$ cat config.mk
export PLATFORM = sky130hd
export DESIGN_NAME = cpm_pin_mux
export DESIGN_NICKNAME = d
export VERILOG_FILES = /design/src/cpm_pkg.sv /design/src/cpm_sync2.sv /design/src/cpm_pin_mux.sv
export SDC_FILE = /design/constraint.sdc
export NUM_CORES = 1
export LEC_CHECK = 0
export ABC_AREA = 1
export BUFFER_PORTS_ARGS = -buffer_cell sky130_fd_sc_hd__buf_2
export CAP_MARGIN = 20
export CORE_UTILIZATION = 52
export CTS_CLUSTER_DIAMETER = 150
export DETAILED_ROUTE_END_ITERATION = 8
export MAX_ROUTING_LAYER = met4
export PLACE_DENSITY = 0.84
export SYNTH_ARGS = -nofsm -noshare
export SYNTH_HDL_FRONTEND = slang
export SYNTH_SLANG_ARGS = --single-unit
$ cat constraint.sdc
create_clock -name clock_i -period 2 [get_ports clock_i]
set_input_delay 0.3 -clock clock_i [delete_from_list [all_inputs] [get_ports clock_i]]
set_output_delay 0.3 -clock clock_i [all_outputs]
set_load 0.01 [all_outputs]
$ cat src/cpm_pkg.sv
// What this block does
// - A high external-clock-select input puts the device in external clock mode, low keeps internal synthesis.
// - In external clock mode the memory clock comes from the external memory clock pin, otherwise that pin and video pin 2 (strap 3 clear) are test-only.
// - In external pixel-clock mode one of three video clock inputs is picked internally for the shift clock.
// - With config strap 3 set, video pin 1 drives misc output bit 2 or the external pixel clock latch enable.
// - In internal mode the board supplies a 14.318 MHz reference on the system clock input and clocks derive from it.
// - In external pixel-clock mode the system clock pin is the first selectable video clock input.
// - The local bus clock comes from the CPU clock input, which reads low when left open.
// - The write-palette pin is an active-low palette write strobe unless 18-bit TFT, where it is blue bit 4.
// - The read-palette pin is an active-low palette read strobe unless a TFT or colour STN panel is set.
// - The shift-clock pin carries lower, upper or common shift clock for STN styles, blue bit 5 for 18-bit TFT.
// - Pin 121 carries STN bit 15, blue bit 3 for 12/18-bit TFT, or upper bit 7 for dual STN.
// - Pin 122 carries STN bit 14, blue bit 2 for 9/12/18-bit TFT, or upper bit 6 for dual STN.
package cpm_pkg;

	// --------------------------------------------------------------
	// register map
	// --------------------------------------------------------------
	localparam logic [3:0] CPM_CTRL_OFS    = 4'h0;
	localparam logic [3:0] CPM_MISC_OFS    = 4'h4;
	localparam logic [3:0] CPM_VENDOR2_OFS = 4'h8;
	localparam logic [3:0] CPM_STATUS_OFS  = 4'hC;

	// ctrl field positions
	localparam int CPM_CTRL_PANEL_LSB = 0;
	localparam int CPM_CTRL_VSEL_LSB  = 4;
	localparam int CPM_CTRL_LATCH_BIT = 6;
	localparam int CPM_CTRL_VEND_BIT  = 7;
	localparam int CPM_CTRL_USER_BIT  = 8;

	// sources routed onto the video clock pins
	localparam int CPM_MISC_PIN1_BIT = 2;
	localparam int CPM_MISC_PIN2_BIT = 3;
	localparam int CPM_VEND_PIN2_BIT = 1;

	// reset values
	localparam logic [8:0] CPM_CTRL_RST = 9'h000;
	localparam logic [7:0] CPM_MISC_RST = 8'h00;
	localparam logic [7:0] CPM_VEND_RST = 8'h00;

	// edges after reset release before the strap has passed the flops
	localparam logic [1:0] CPM_STRAP_WAIT = 2'h2;

	// --------------------------------------------------------------
	// types
	// --------------------------------------------------------------
	typedef enum logic [3:0] {
		CPM_PANEL_CRT      = 4'h0,
		CPM_PANEL_MONO     = 4'h1,
		CPM_PANEL_STN8_A   = 4'h2,
		CPM_PANEL_STN8_B   = 4'h3,
		CPM_PANEL_STN16_S  = 4'h4,
		CPM_PANEL_STN16_D  = 4'h5,
		CPM_PANEL_TFT9     = 4'h6,
		CPM_PANEL_TFT12    = 4'h7,
		CPM_PANEL_TFT18    = 4'h8
	} cpm_panel_t;

	// gray order: internal -> external
	typedef enum logic [1:0] {
		CPM_CLK_INTERNAL = 2'b00,
		CPM_CLK_EXTERNAL = 2'b01
	} cpm_clk_mode_t;

	typedef struct packed {
		logic       user_out1;
		logic       pin2_vendor;
		logic       pin1_latch;
		logic [1:0] vid_sel;
		cpm_panel_t panel;
	} cpm_ctrl_t;

	typedef struct packed {
		logic shift_lower;
		logic shift_upper;
		logic shift_common;
		logic blue5;
		logic blue4;
		logic blue3;
		logic blue2;
		logic stn_data_bit15;
		logic stn_data_bit14;
		logic upper7;
		logic upper6;
	} cpm_panel_src_t;

	typedef struct packed {
		logic pin119;
		logic pin120_n;
		logic pin121;
		logic pin122;
	} cpm_panel_pins_t;

endpackage : cpm_pkg

$ cat src/cpm_sync2.sv
`timescale 1ns/1ns
// --------------------------------------------------------------
// two-flop synchroniser for a group of pin levels
// --------------------------------------------------------------
module cpm_sync2 #(
	parameter int W = 1
) (
	// clock and reset
	input  wire logic         clock_i,
	input  wire logic         sys_rst_i,
	// levels
	input  wire logic [W-1:0] async_i,
	output logic      [W-1:0] sync_o
);

	logic [W-1:0] meta_reg;

	always_ff @(posedge clock_i) begin
		if (sys_rst_i) begin
			meta_reg <= '0;
			sync_o   <= '0;
		end else begin
			meta_reg <= async_i;
			sync_o   <= meta_reg;
		end
	end

endmodule : cpm_sync2

$ cat src/cpm_pin_mux.sv
`timescale 1ns/1ns
module cpm_pin_mux (
	// clock and reset
	input  wire logic                    clock_i,
	input  wire logic                    sys_rst_i,
	// register port
	input  wire logic [3:0]              reg_addr_i,
	input  wire logic [31:0]             reg_wdata_i,
	input  wire logic                    reg_wr_i,
	input  wire logic                    reg_rd_i,
	output logic      [31:0]             reg_rdata_o,
	// board straps and clock pins
	input  wire logic                    ext_clock_select_i,
	input  wire logic                    config_strap_3_i,
	input  wire logic                    cpu_bus_clock_in_i,
	input  wire logic                    ext_memory_clock_in_i,
	input  wire logic                    system_ref_clock_in_i,
	// two-way video clock pins
	input  wire logic                    video_clock_pin1_i,
	output logic                         video_clock_pin1_o,
	output logic                         video_clock_pin1_oe_o,
	input  wire logic                    video_clock_pin2_i,
	output logic                         video_clock_pin2_o,
	output logic                         video_clock_pin2_oe_o,
	// internal panel and palette sources
	input  wire cpm_pkg::cpm_panel_src_t panel_src_i,
	input  wire logic                    pal_write_req_i,
	input  wire logic                    pal_read_req_i,
	// clocks handed to the core
	output logic                         local_bus_clock_o,
	output logic                         memory_clock_o,
	output logic                         ref_clock_o,
	output logic                         video_shift_clock_o,
	output cpm_pkg::cpm_clk_mode_t       clock_mode_o,
	// shared panel pins
	output cpm_pkg::cpm_panel_pins_t     panel_pins_o
);

	// --------------------------------------------------------------
	// pin synchronisers
	// --------------------------------------------------------------
	logic [6:0] pin_sync;
	logic       ext_sel_s;
	logic       strap3_s;
	logic       cpu_clk_s;
	logic       xmem_clk_s;
	logic       sysref_s;
	logic       vpin1_s;
	logic       vpin2_s;

	cpm_sync2 #(
		.W (7)
	) u_sync (
		.clock_i   (clock_i),
		.sys_rst_i (sys_rst_i),
		.async_i   ({video_clock_pin2_i, video_clock_pin1_i,
		              system_ref_clock_in_i, ext_memory_clock_in_i,
		              cpu_bus_clock_in_i, config_strap_3_i,
		              ext_clock_select_i}),
		.sync_o    (pin_sync)
	);

	assign ext_sel_s  = pin_sync[0];
	assign strap3_s   = pin_sync[1];
	assign cpu_clk_s  = pin_sync[2];
	assign xmem_clk_s = pin_sync[3];
	assign sysref_s   = pin_sync[4];
	assign vpin1_s    = pin_sync[5];
	assign vpin2_s    = pin_sync[6];

	// --------------------------------------------------------------
	// registers
	// --------------------------------------------------------------
	cpm_pkg::cpm_ctrl_t ctrl_reg;
	logic [7:0]         misc_reg;
	logic [7:0]         vendor_control_reg_2;

	always_ff @(posedge clock_i) begin
		if (sys_rst_i) begin
			ctrl_reg <= cpm_pkg::cpm_ctrl_t'(cpm_pkg::CPM_CTRL_RST);
		end else if (reg_wr_i && reg_addr_i == cpm_pkg::CPM_CTRL_OFS) begin
			ctrl_reg <= cpm_pkg::cpm_ctrl_t'(reg_wdata_i[8:0]);
		end
	end

	always_ff @(posedge clock_i) begin
		if (sys_rst_i) begin
			misc_reg <= cpm_pkg::CPM_MISC_RST;
		end else if (reg_wr_i && reg_addr_i == cpm_pkg::CPM_MISC_OFS) begin
			misc_reg <= reg_wdata_i[7:0];
		end
	end

	always_ff @(posedge clock_i) begin
		if (sys_rst_i) begin
			vendor_control_reg_2 <= cpm_pkg::CPM_VEND_RST;
		end else if (reg_wr_i &&
		             reg_addr_i == cpm_pkg::CPM_VENDOR2_OFS) begin
			vendor_control_reg_2 <= reg_wdata_i[7:0];
		end
	end

	// --------------------------------------------------------------
	// strap capture and clock mode
	// --------------------------------------------------------------
	// strap 3 is caught once, after the synchroniser has refilled
	// following reset, and then held
	logic       strap3_reg;
	logic [1:0] strap_wait_reg;

	always_ff @(posedge clock_i) begin
		if (sys_rst_i) begin
			strap3_reg     <= 1'b0;
			strap_wait_reg <= 2'h0;
		end else if (strap_wait_reg <= cpm_pkg::CPM_STRAP_WAIT) begin
			strap_wait_reg <= strap_wait_reg + 2'h1;
			if (strap_wait_reg == cpm_pkg::CPM_STRAP_WAIT) begin
				strap3_reg <= strap3_s;
			end
		end
	end

	cpm_pkg::cpm_clk_mode_t mode_reg;
	cpm_pkg::cpm_clk_mode_t mode_next;

	always_comb begin
		case (mode_reg)
			cpm_pkg::CPM_CLK_INTERNAL:
				mode_next = ext_sel_s ? cpm_pkg::CPM_CLK_EXTERNAL
				                      : cpm_pkg::CPM_CLK_INTERNAL;
			cpm_pkg::CPM_CLK_EXTERNAL:
				mode_next = ext_sel_s ? cpm_pkg::CPM_CLK_EXTERNAL
				                      : cpm_pkg::CPM_CLK_INTERNAL;
			default:
				mode_next = cpm_pkg::CPM_CLK_INTERNAL;
		endcase
	end

	always_ff @(posedge clock_i) begin
		if (sys_rst_i) begin
			mode_reg <= cpm_pkg::CPM_CLK_INTERNAL;
		end else begin
			mode_reg <= mode_next;
		end
	end

	logic ext_mode;
	assign ext_mode = (mode_reg == cpm_pkg::CPM_CLK_EXTERNAL);

	// --------------------------------------------------------------
	// clock selection
	// --------------------------------------------------------------
	// pins driven as outputs are not usable as clock inputs
	function automatic logic pick_vid(input logic [1:0] sel,
	                                  input logic c0,
	                                  input logic c1,
	                                  input logic c2,
	                                  input logic strap);
		logic r;
		r = 1'b0;
		case (sel)
			2'h0:    r = c0;
			2'h1:    r = strap ? 1'b0 : c1;
			2'h2:    r = strap ? 1'b0 : c2;
			default: r = 1'b0;
		endcase
		return r;
	endfunction : pick_vid

	logic vid_sel_now;
	logic vid_prev_reg;
	logic latch_en_reg;

	assign vid_sel_now = pick_vid(ctrl_reg.vid_sel, sysref_s,
	                              vpin1_s, vpin2_s, strap3_reg);

	always_ff @(posedge clock_i) begin
		if (sys_rst_i) begin
			video_shift_clock_o <= 1'b0;
			vid_prev_reg        <= 1'b0;
			latch_en_reg        <= 1'b0;
		end else begin
			// internal mode shifts from the reference
			video_shift_clock_o <= ext_mode ? vid_sel_now : sysref_s;
			vid_prev_reg        <= vid_sel_now;
			// one-cycle latch enable on each rising external pixel clock
			latch_en_reg        <= ext_mode && vid_sel_now &&
			                       !vid_prev_reg;
		end
	end

	always_ff @(posedge clock_i) begin
		if (sys_rst_i) begin
			local_bus_clock_o <= 1'b0;
			memory_clock_o    <= 1'b0;
			ref_clock_o       <= 1'b0;
			clock_mode_o      <= cpm_pkg::CPM_CLK_INTERNAL;
		end else begin
			local_bus_clock_o <= cpu_clk_s;
			// internal mode derives memory clock from the reference
			memory_clock_o    <= ext_mode ? xmem_clk_s : sysref_s;
			ref_clock_o       <= ext_mode ? 1'b0 : sysref_s;
			clock_mode_o      <= mode_reg;
		end
	end

	// --------------------------------------------------------------
	// video clock pins
	// --------------------------------------------------------------
	always_ff @(posedge clock_i) begin
		if (sys_rst_i) begin
			video_clock_pin1_o    <= 1'b0;
			video_clock_pin1_oe_o <= 1'b0;
		end else if (strap3_reg) begin
			video_clock_pin1_oe_o <= 1'b1;
			video_clock_pin1_o    <= ctrl_reg.pin1_latch ? latch_en_reg
			                  : misc_reg[cpm_pkg::CPM_MISC_PIN1_BIT];
		end else if (!ext_mode) begin
			video_clock_pin1_oe_o <= 1'b1;
			video_clock_pin1_o    <= ctrl_reg.user_out1;
		end else begin
			video_clock_pin1_oe_o <= 1'b0;
			video_clock_pin1_o    <= 1'b0;
		end
	end

	always_ff @(posedge clock_i) begin
		if (sys_rst_i) begin
			video_clock_pin2_o    <= 1'b0;
			video_clock_pin2_oe_o <= 1'b0;
		end else if (strap3_reg) begin
			video_clock_pin2_oe_o <= 1'b1;
			video_clock_pin2_o    <= ctrl_reg.pin2_vendor
			    ? vendor_control_reg_2[cpm_pkg::CPM_VEND_PIN2_BIT]
			    : misc_reg[cpm_pkg::CPM_MISC_PIN2_BIT];
		end else begin
			// input in external mode, test only in internal mode
			video_clock_pin2_oe_o <= 1'b0;
			video_clock_pin2_o    <= 1'b0;
		end
	end

	// --------------------------------------------------------------
	// shared panel pins
	// --------------------------------------------------------------
	cpm_pkg::cpm_panel_pins_t pins_next;
	cpm_pkg::cpm_panel_src_t  s;

	assign s = panel_src_i;

	always_comb begin
		pins_next = '0;
		case (ctrl_reg.panel)
			cpm_pkg::CPM_PANEL_STN8_A: begin
				pins_next.pin119   = s.shift_lower;
				pins_next.pin120_n = !pal_write_req_i;
			end
			cpm_pkg::CPM_PANEL_STN8_B: begin
				pins_next.pin119   = s.shift_upper;
				pins_next.pin120_n = !pal_write_req_i;
			end
			cpm_pkg::CPM_PANEL_STN16_S: begin
				pins_next.pin119   = s.shift_common;
				pins_next.pin120_n = !pal_write_req_i;
				pins_next.pin121   = s.stn_data_bit15;
				pins_next.pin122   = s.stn_data_bit14;
			end
			cpm_pkg::CPM_PANEL_STN16_D: begin
				pins_next.pin119   = s.shift_common;
				pins_next.pin120_n = !pal_write_req_i;
				pins_next.pin121   = s.upper7;
				pins_next.pin122   = s.upper6;
			end
			cpm_pkg::CPM_PANEL_TFT9: begin
				pins_next.pin120_n = !pal_write_req_i;
				pins_next.pin122   = s.blue2;
			end
			cpm_pkg::CPM_PANEL_TFT12: begin
				pins_next.pin120_n = !pal_write_req_i;
				pins_next.pin121   = s.blue3;
				pins_next.pin122   = s.blue2;
			end
			cpm_pkg::CPM_PANEL_TFT18: begin
				pins_next.pin119   = s.blue5;
				pins_next.pin120_n = s.blue4;
				pins_next.pin121   = s.blue3;
				pins_next.pin122   = s.blue2;
			end
			default: begin
				// crt and mono panels keep both palette strobes
				pins_next.pin120_n = !pal_write_req_i;
				pins_next.pin121   = !pal_read_req_i;
			end
		endcase
	end

	always_ff @(posedge clock_i) begin
		if (sys_rst_i) begin
			// strobes idle high, data low
			panel_pins_o <= '{pin119: 1'b0, pin120_n: 1'b1,
			                  pin121: 1'b1, pin122: 1'b0};
		end else begin
			panel_pins_o <= pins_next;
		end
	end

	// --------------------------------------------------------------
	// read port
	// --------------------------------------------------------------
	logic [31:0] rdata_next;

	always_comb begin
		rdata_next = 32'h0000_0000;
		case (reg_addr_i)
			cpm_pkg::CPM_CTRL_OFS:    rdata_next[8:0] = ctrl_reg;
			cpm_pkg::CPM_MISC_OFS:    rdata_next[7:0] = misc_reg;
			cpm_pkg::CPM_VENDOR2_OFS: rdata_next[7:0] = vendor_control_reg_2;
			cpm_pkg::CPM_STATUS_OFS:
				rdata_next[4:0] = {vid_sel_now, local_bus_clock_o,
				                   strap3_reg, ext_sel_s, ext_mode};
			default:                  rdata_next = 32'h0000_0000;
		endcase
	end

	always_ff @(posedge clock_i) begin
		if (sys_rst_i) begin
			reg_rdata_o <= 32'h0000_0000;
		end else if (reg_rd_i) begin
			reg_rdata_o <= rdata_next;
		end else begin
			reg_rdata_o <= 32'h0000_0000;
		end
	end

endmodule : cpm_pin_mux

Word-level counts from Yosys, hierarchy flattened --
Cells that the tools add are included.
Storage, ports and cells: output and inout bits 46, logic and storage cells 91, memories 0, bits in registers 92, ROM bits 0, bits in latches 0, bits in writable memories 0
Operators by class: add/subtract/negate cells 1, bitwise operators 4, $lt $le $gt $ge 1, shift operators 0, $mul 0, reductions and logical operators 22, eq/ne operators 14, multiplexer cells 19, div/mod/pow operators 0
Operators with widths (count):
- 4-bit by 3-bit == test with 1-bit output (second input constant) | 5
- 5-bit case mux with 4 select lines | 1
- 2-bit OR reduction | 7
- 1-bit two-way mux | 13
- 4-bit == test (second input constant) | 3
- 3-bit case mux with 3 select lines | 1
- 3-bit OR reduction | 3
- 4-bit by 2-bit == test with 1-bit output (second input constant) | 2
- 1-bit case mux with 4 select lines | 2
- 1-bit case mux with 3 select lines | 2
- 1-bit logical AND | 5
- 2-bit by 1-bit == test with 1-bit output (second input constant) | 2
- 2-bit == test (second input constant) | 2
- 2-bit zero test | 2
- 4-bit zero test | 1
- 1-bit NOT | 4
- 1-bit zero test | 3
- 2-bit by 1-bit adder with 2-bit output (second input constant) | 1
- 2-bit <= comparator (second input constant) | 1
- 2-bit AND reduction | 1

Logic depth before layout (Yosys ltp) --
depth in word-level cells 4, depth in mapped cells 9

Modules after synthesis --
From an unflattened synthesis, not the netlist that was laid out.
Unflattened totals: cell total of the unflattened synthesis 360, area total of the unflattened synthesis 2837.7 um2
By module, submodules not included:
- cpm_pin_mux | cells an instance 317, times used 1, seq. area each 1061.0 um2, area an instance 2441.1 um2
- cpm_sync2 | cells an instance 43, times used 1, seq. area each 280.3 um2, area an instance 396.6 um2

Worst setup path after synthesis --
Ideal clock, no wire load.
path kind in2reg, start point input port reg_addr_i[3], end point register ctrl_reg[5] in the netlist's numbering, stages 6, library setup time 0.119 ns, arrival 1.060 ns, data required time 1.881 ns, setup slack 0.821 ns, path through buf_4 nor2_4 nand3_2 buf_4 o21ai_0 a21oi_1
On the way: word-level cells in the longest chain between the ends 2
RTL lines:
- from (decl) | RTL line cpm_pin_mux.sv:7 | input wire logic [3:0] reg_addr_i,
- 4-bit zero test | RTL line cpm_pin_mux.sv:81 | end else if (reg_wr_i && reg_addr_i == cpm_pkg::CPM_CTRL_OFS) begin
- 1-bit logical AND | RTL line cpm_pin_mux.sv:81
- to (signal assigned) | RTL line cpm_pin_mux.sv:80 | ctrl_reg <= cpm_pkg::cpm_ctrl_t'(cpm_pkg::CPM_CTRL_RST);
- to (signal assigned) | RTL line cpm_pin_mux.sv:82 | ctrl_reg <= cpm_pkg::cpm_ctrl_t'(reg_wdata_i[8:0]);
- to (decl) | RTL line cpm_pin_mux.sv:74 | cpm_pkg::cpm_ctrl_t ctrl_reg;
Every way passes these cells. A chain may end at the register's enable or synchronous reset.

Worst setup path after layout --
start point input port sys_rst_i, end point register reg_rdata_o[5]
On the way: word-level cells in the longest chain between the ends 1
RTL lines:
- from (decl) | RTL line cpm_pin_mux.sv:5 | input wire logic sys_rst_i,
- 2-bit OR reduction (no line)
- to (signal assigned) | RTL line cpm_pin_mux.sv:329 | reg_rdata_o <= rdata_next;
- to (decl) | RTL line cpm_pin_mux.sv:11 | output logic [31:0] reg_rdata_o,
Every way passes these cells.

==> results_dict.tcl <==
set metrics [dict create \
    swShare_pct 24.8 \
    yosys-top-cells-area "dfxtp_1 (49%), nor2_1 (10%), buf_4 (7.1%), nand2_1 (7.0%), o21ai_0 (6.4%)" \
    clock_skew_ns 0.00681 \
    core_area_sq_um 5110 \
    p_seq_share_pct 51.2 \
    cpLargestDelayFamily "buffers and inverters" \
    ctsResizeCount 0 \
    cts_max_level 3 \
    vias 2413 \
    power_w 0.00273 \
    synth_compound_area_share_pct 9.82 \
    grt_pass1_vias 2064 \
    hp-class "primary input to register" \
    num_io_pins 106 \
    via_per_inst 4.81 \
    fmax_mhz 802 \
    grt_pass1_wl_microns 9000 \
    clock_path_buffers 2 \
    maxCapViolations 0 \
    synth-seq-cells 67 \
    overflow 0 \
    die_width_microns 74.7 \
    synth_top_family_by_area "simple AND/OR/NAND/NOR gates" \
    start_kind "primary input" \
    clkSlewWorstSetupHoldPaths_ns 0.07 \
    synth_simple_gate_area_share_pct 25.5 \
    holdBufCountCts 0 \
    rows 26 \
    cts.sinks 67 \
    finalNetCount 489 \
    p_leak_nw 1.65 \
    drive_above_1_share_pct 19.9 \
    numPortBuffers 58 \
    comb_power_share_pct 7.5 \
    drt_iter0_markers 87 \
    setup.worst_path.end_class "register" \
    setup_viol 0 \
    p_switching_w 0.000675 \
    arrival_ns 1.50 \
    cp.buffers_inverters 4 \
    syn_to_final_growth_pct 16.6 \
    synth_warnings 0 \
    drt-wirelength-per-cell_microns 11.6 \
    hold_viol 0 \
    synth_area_sq_um 2750 \
    synth_xor_area_share_pct 0 \
    dieArea_sq_um 5590 \
    internal_power_w 0.00205 \
    fin_crit_sh_pct 62.3 \
    first_pass_iters 5 \
    synth_mux_area_share_pct 0 \
    dp_hpwl_microns 4280 \
    holdWs_ns 0.154 \
    fin_util_pct 62.8 \
    die_y_microns 74.7 \
    timing_worst_setup_path_type "primary input to register" \
    start_util_pct 53.9 \
    synthCells 366 \
    nFillCells 481 \
    postCtsSetupRepairBufs 0 \
    yosysSeqAreaShare_pct 48.7 \
    syn_area_per_cell_sq_um 7.52 \
    fin_crit_ns 1.25 \
    synth_top_cell_area_share_pct 48.7 \
    ant_nets 0 \
    antenna_cells 0 \
    required_ns 2.25 \
    yosysTopAreaCell "dfxtp_1" \
    synth_fa_ha_area_share_pct 0.910 \
    cts_tree "yes" \
    ir_worst_vdd_v 0.000637 \
    grt_util_all_layers_pct 23.0 \
    clk_latency_ns 0.34 \
    cp_common_cell "inv_1" \
    drc 0 \
    max_stage_delay_ns 0.37 \
    status "completed" \
    grt_max_degree 27 \
    ys_types 20 \
    clockPowerShare_pct 41.4 \
    antenna_found_initial 0 \
    critPathMaxFanout 26 \
    power_density_nw_per_um2 851 \
    gp_congestion 0.892 \
    path_cells "buf_2 -> inv_1 -> nand2_1 -> inv_1 -> nand2_1 -> inv_1" \
    slew_violations 0 \
    cts_buffers 9 \
    drt-total-wl_microns 5850 \
    fin_tns_setup_ns 0 \
    critPathSlowestCell "buf_2" \
    cts-root-buf "clkbuf_8" \
    rsz0062_at_grt "no" \
]
synth_stat cells, drive strengths merged:
library cell / number
conb: 1
nand4: 7
inv: 49
a21oi: 19
buf: 31
nor2: 81
dfxtp: 67
nand2: 52
ha: 2
o21ai: 35
nand3: 19
clkbuf: 2
nor3: 1
layer usage:
| metal | vias to the layer above | global-route usage, % | wire, microns |
|---|---|---|---|
| met2 | 96 | 36.9 | 2780 |
| li1 | 1213 | - | - |
| met1 | 1093 | 26.6 | 2570 |
| met3 | 11 | 7.76 | 397 |
| met5 | - | - | 0 |
| met4 | 0 | 9.01 | 101 |
power by group through the flow:
stage	Combinational (W)	Clock, W	Sequential, W
finish	0.000204	0.00113	0.00140
detailed placement	0.000203	0	0.00143
global placement	0.000195	0	0.00142
CTS	0.000203	0.00115	0.00140
floorplan	0.000158	0	0.00143
global route	0.000231	0.00122	0.00140
metrics by stage:
stage | setup WS [ns] | cells | area, sq um
after CTS | 0.772 | 502 | 3210
after detailed placement | 0.402 | 486 | 3010
final | 0.754 | 502 | 3210
after global placement | 0.426 | 486 | 3010
after global routing | 0.623 | 502 | 3210
after floorplan | 0.821 | 389 | 2840
final timing paths:
check / startpoint / depth (start not counted) / endpoint / slack, ns
setup reg to reg: ctrl_reg[1]$_SDFFE_PP0P_ / 5 / panel_pins_o[3]$_SDFF_PP0_ / 0.89
setup / recovery: sys_rst_i / 6 / reg_rdata_o[5]$_SDFF_PP0_ / 0.75
hold reg to reg: vid_prev_reg$_SDFF_PP0_ / 1 / latch_en_reg$_SDFF_PP0_ / 0.38
hold / removal: ext_clock_select_i / 3 / u_sync.meta_reg[0]$_SDFF_PP0_ / 0.15
logic make-up (layout without fill, tap and decap cells):
| kind of cell | count (synthesis) | count (layout) |
|---|---|---|
| simple gates | 160 | 160 |
| fa+ha+maj | 2 | 2 |
| other cells | 1 | 24 |
| compound gates | 54 | 54 |
| buf+inv | 82 | 125 |
| flops | 67 | 67 |
placed cells by master, fill, tap and decap left out:
cell	count
nand4_1	7
inv_2	3
nor3_1	1
buf_2	58
nand2_1	51
inv_1	46
nand3_1	18
a21oi_1	19
dfxtp_1	67
o21ai_0	35
clkbuf_8	10
inv_6	1
nor2_8	1
bufinv_16	1
buf_4	2
clkinvlp_4	2
nand2_4	1
nand3_2	1
nor2_1	76
conb_1	24
nor2_4	4
clkinv_2	2
ha_1	2
worst register-to-register path, stage by stage, from the launching register on:
cell and delay (ns):
dfxtp_1 0.36, nor2_1 0.10, nand3_1 0.21, o21ai_0 0.23, nor2_1 0.08, nor2_1 0.08
final cells by class:
class | count | area, sq um | share of cell area [%]
clock buffer | 10 | 138 | 4.29
inverter | 49 | 184 | 5.74
clock inverter | 6 | 63.8 | 1.99
timing repair buffer | 60 | 305 | 9.52
sequential | 67 | 1340 | 41.8
tap | 70 | 87.6 | 2.73
multi-input combinational | 240 | 1090 | 33.9
No activity file was read; power rests on OpenSTA's default activity.
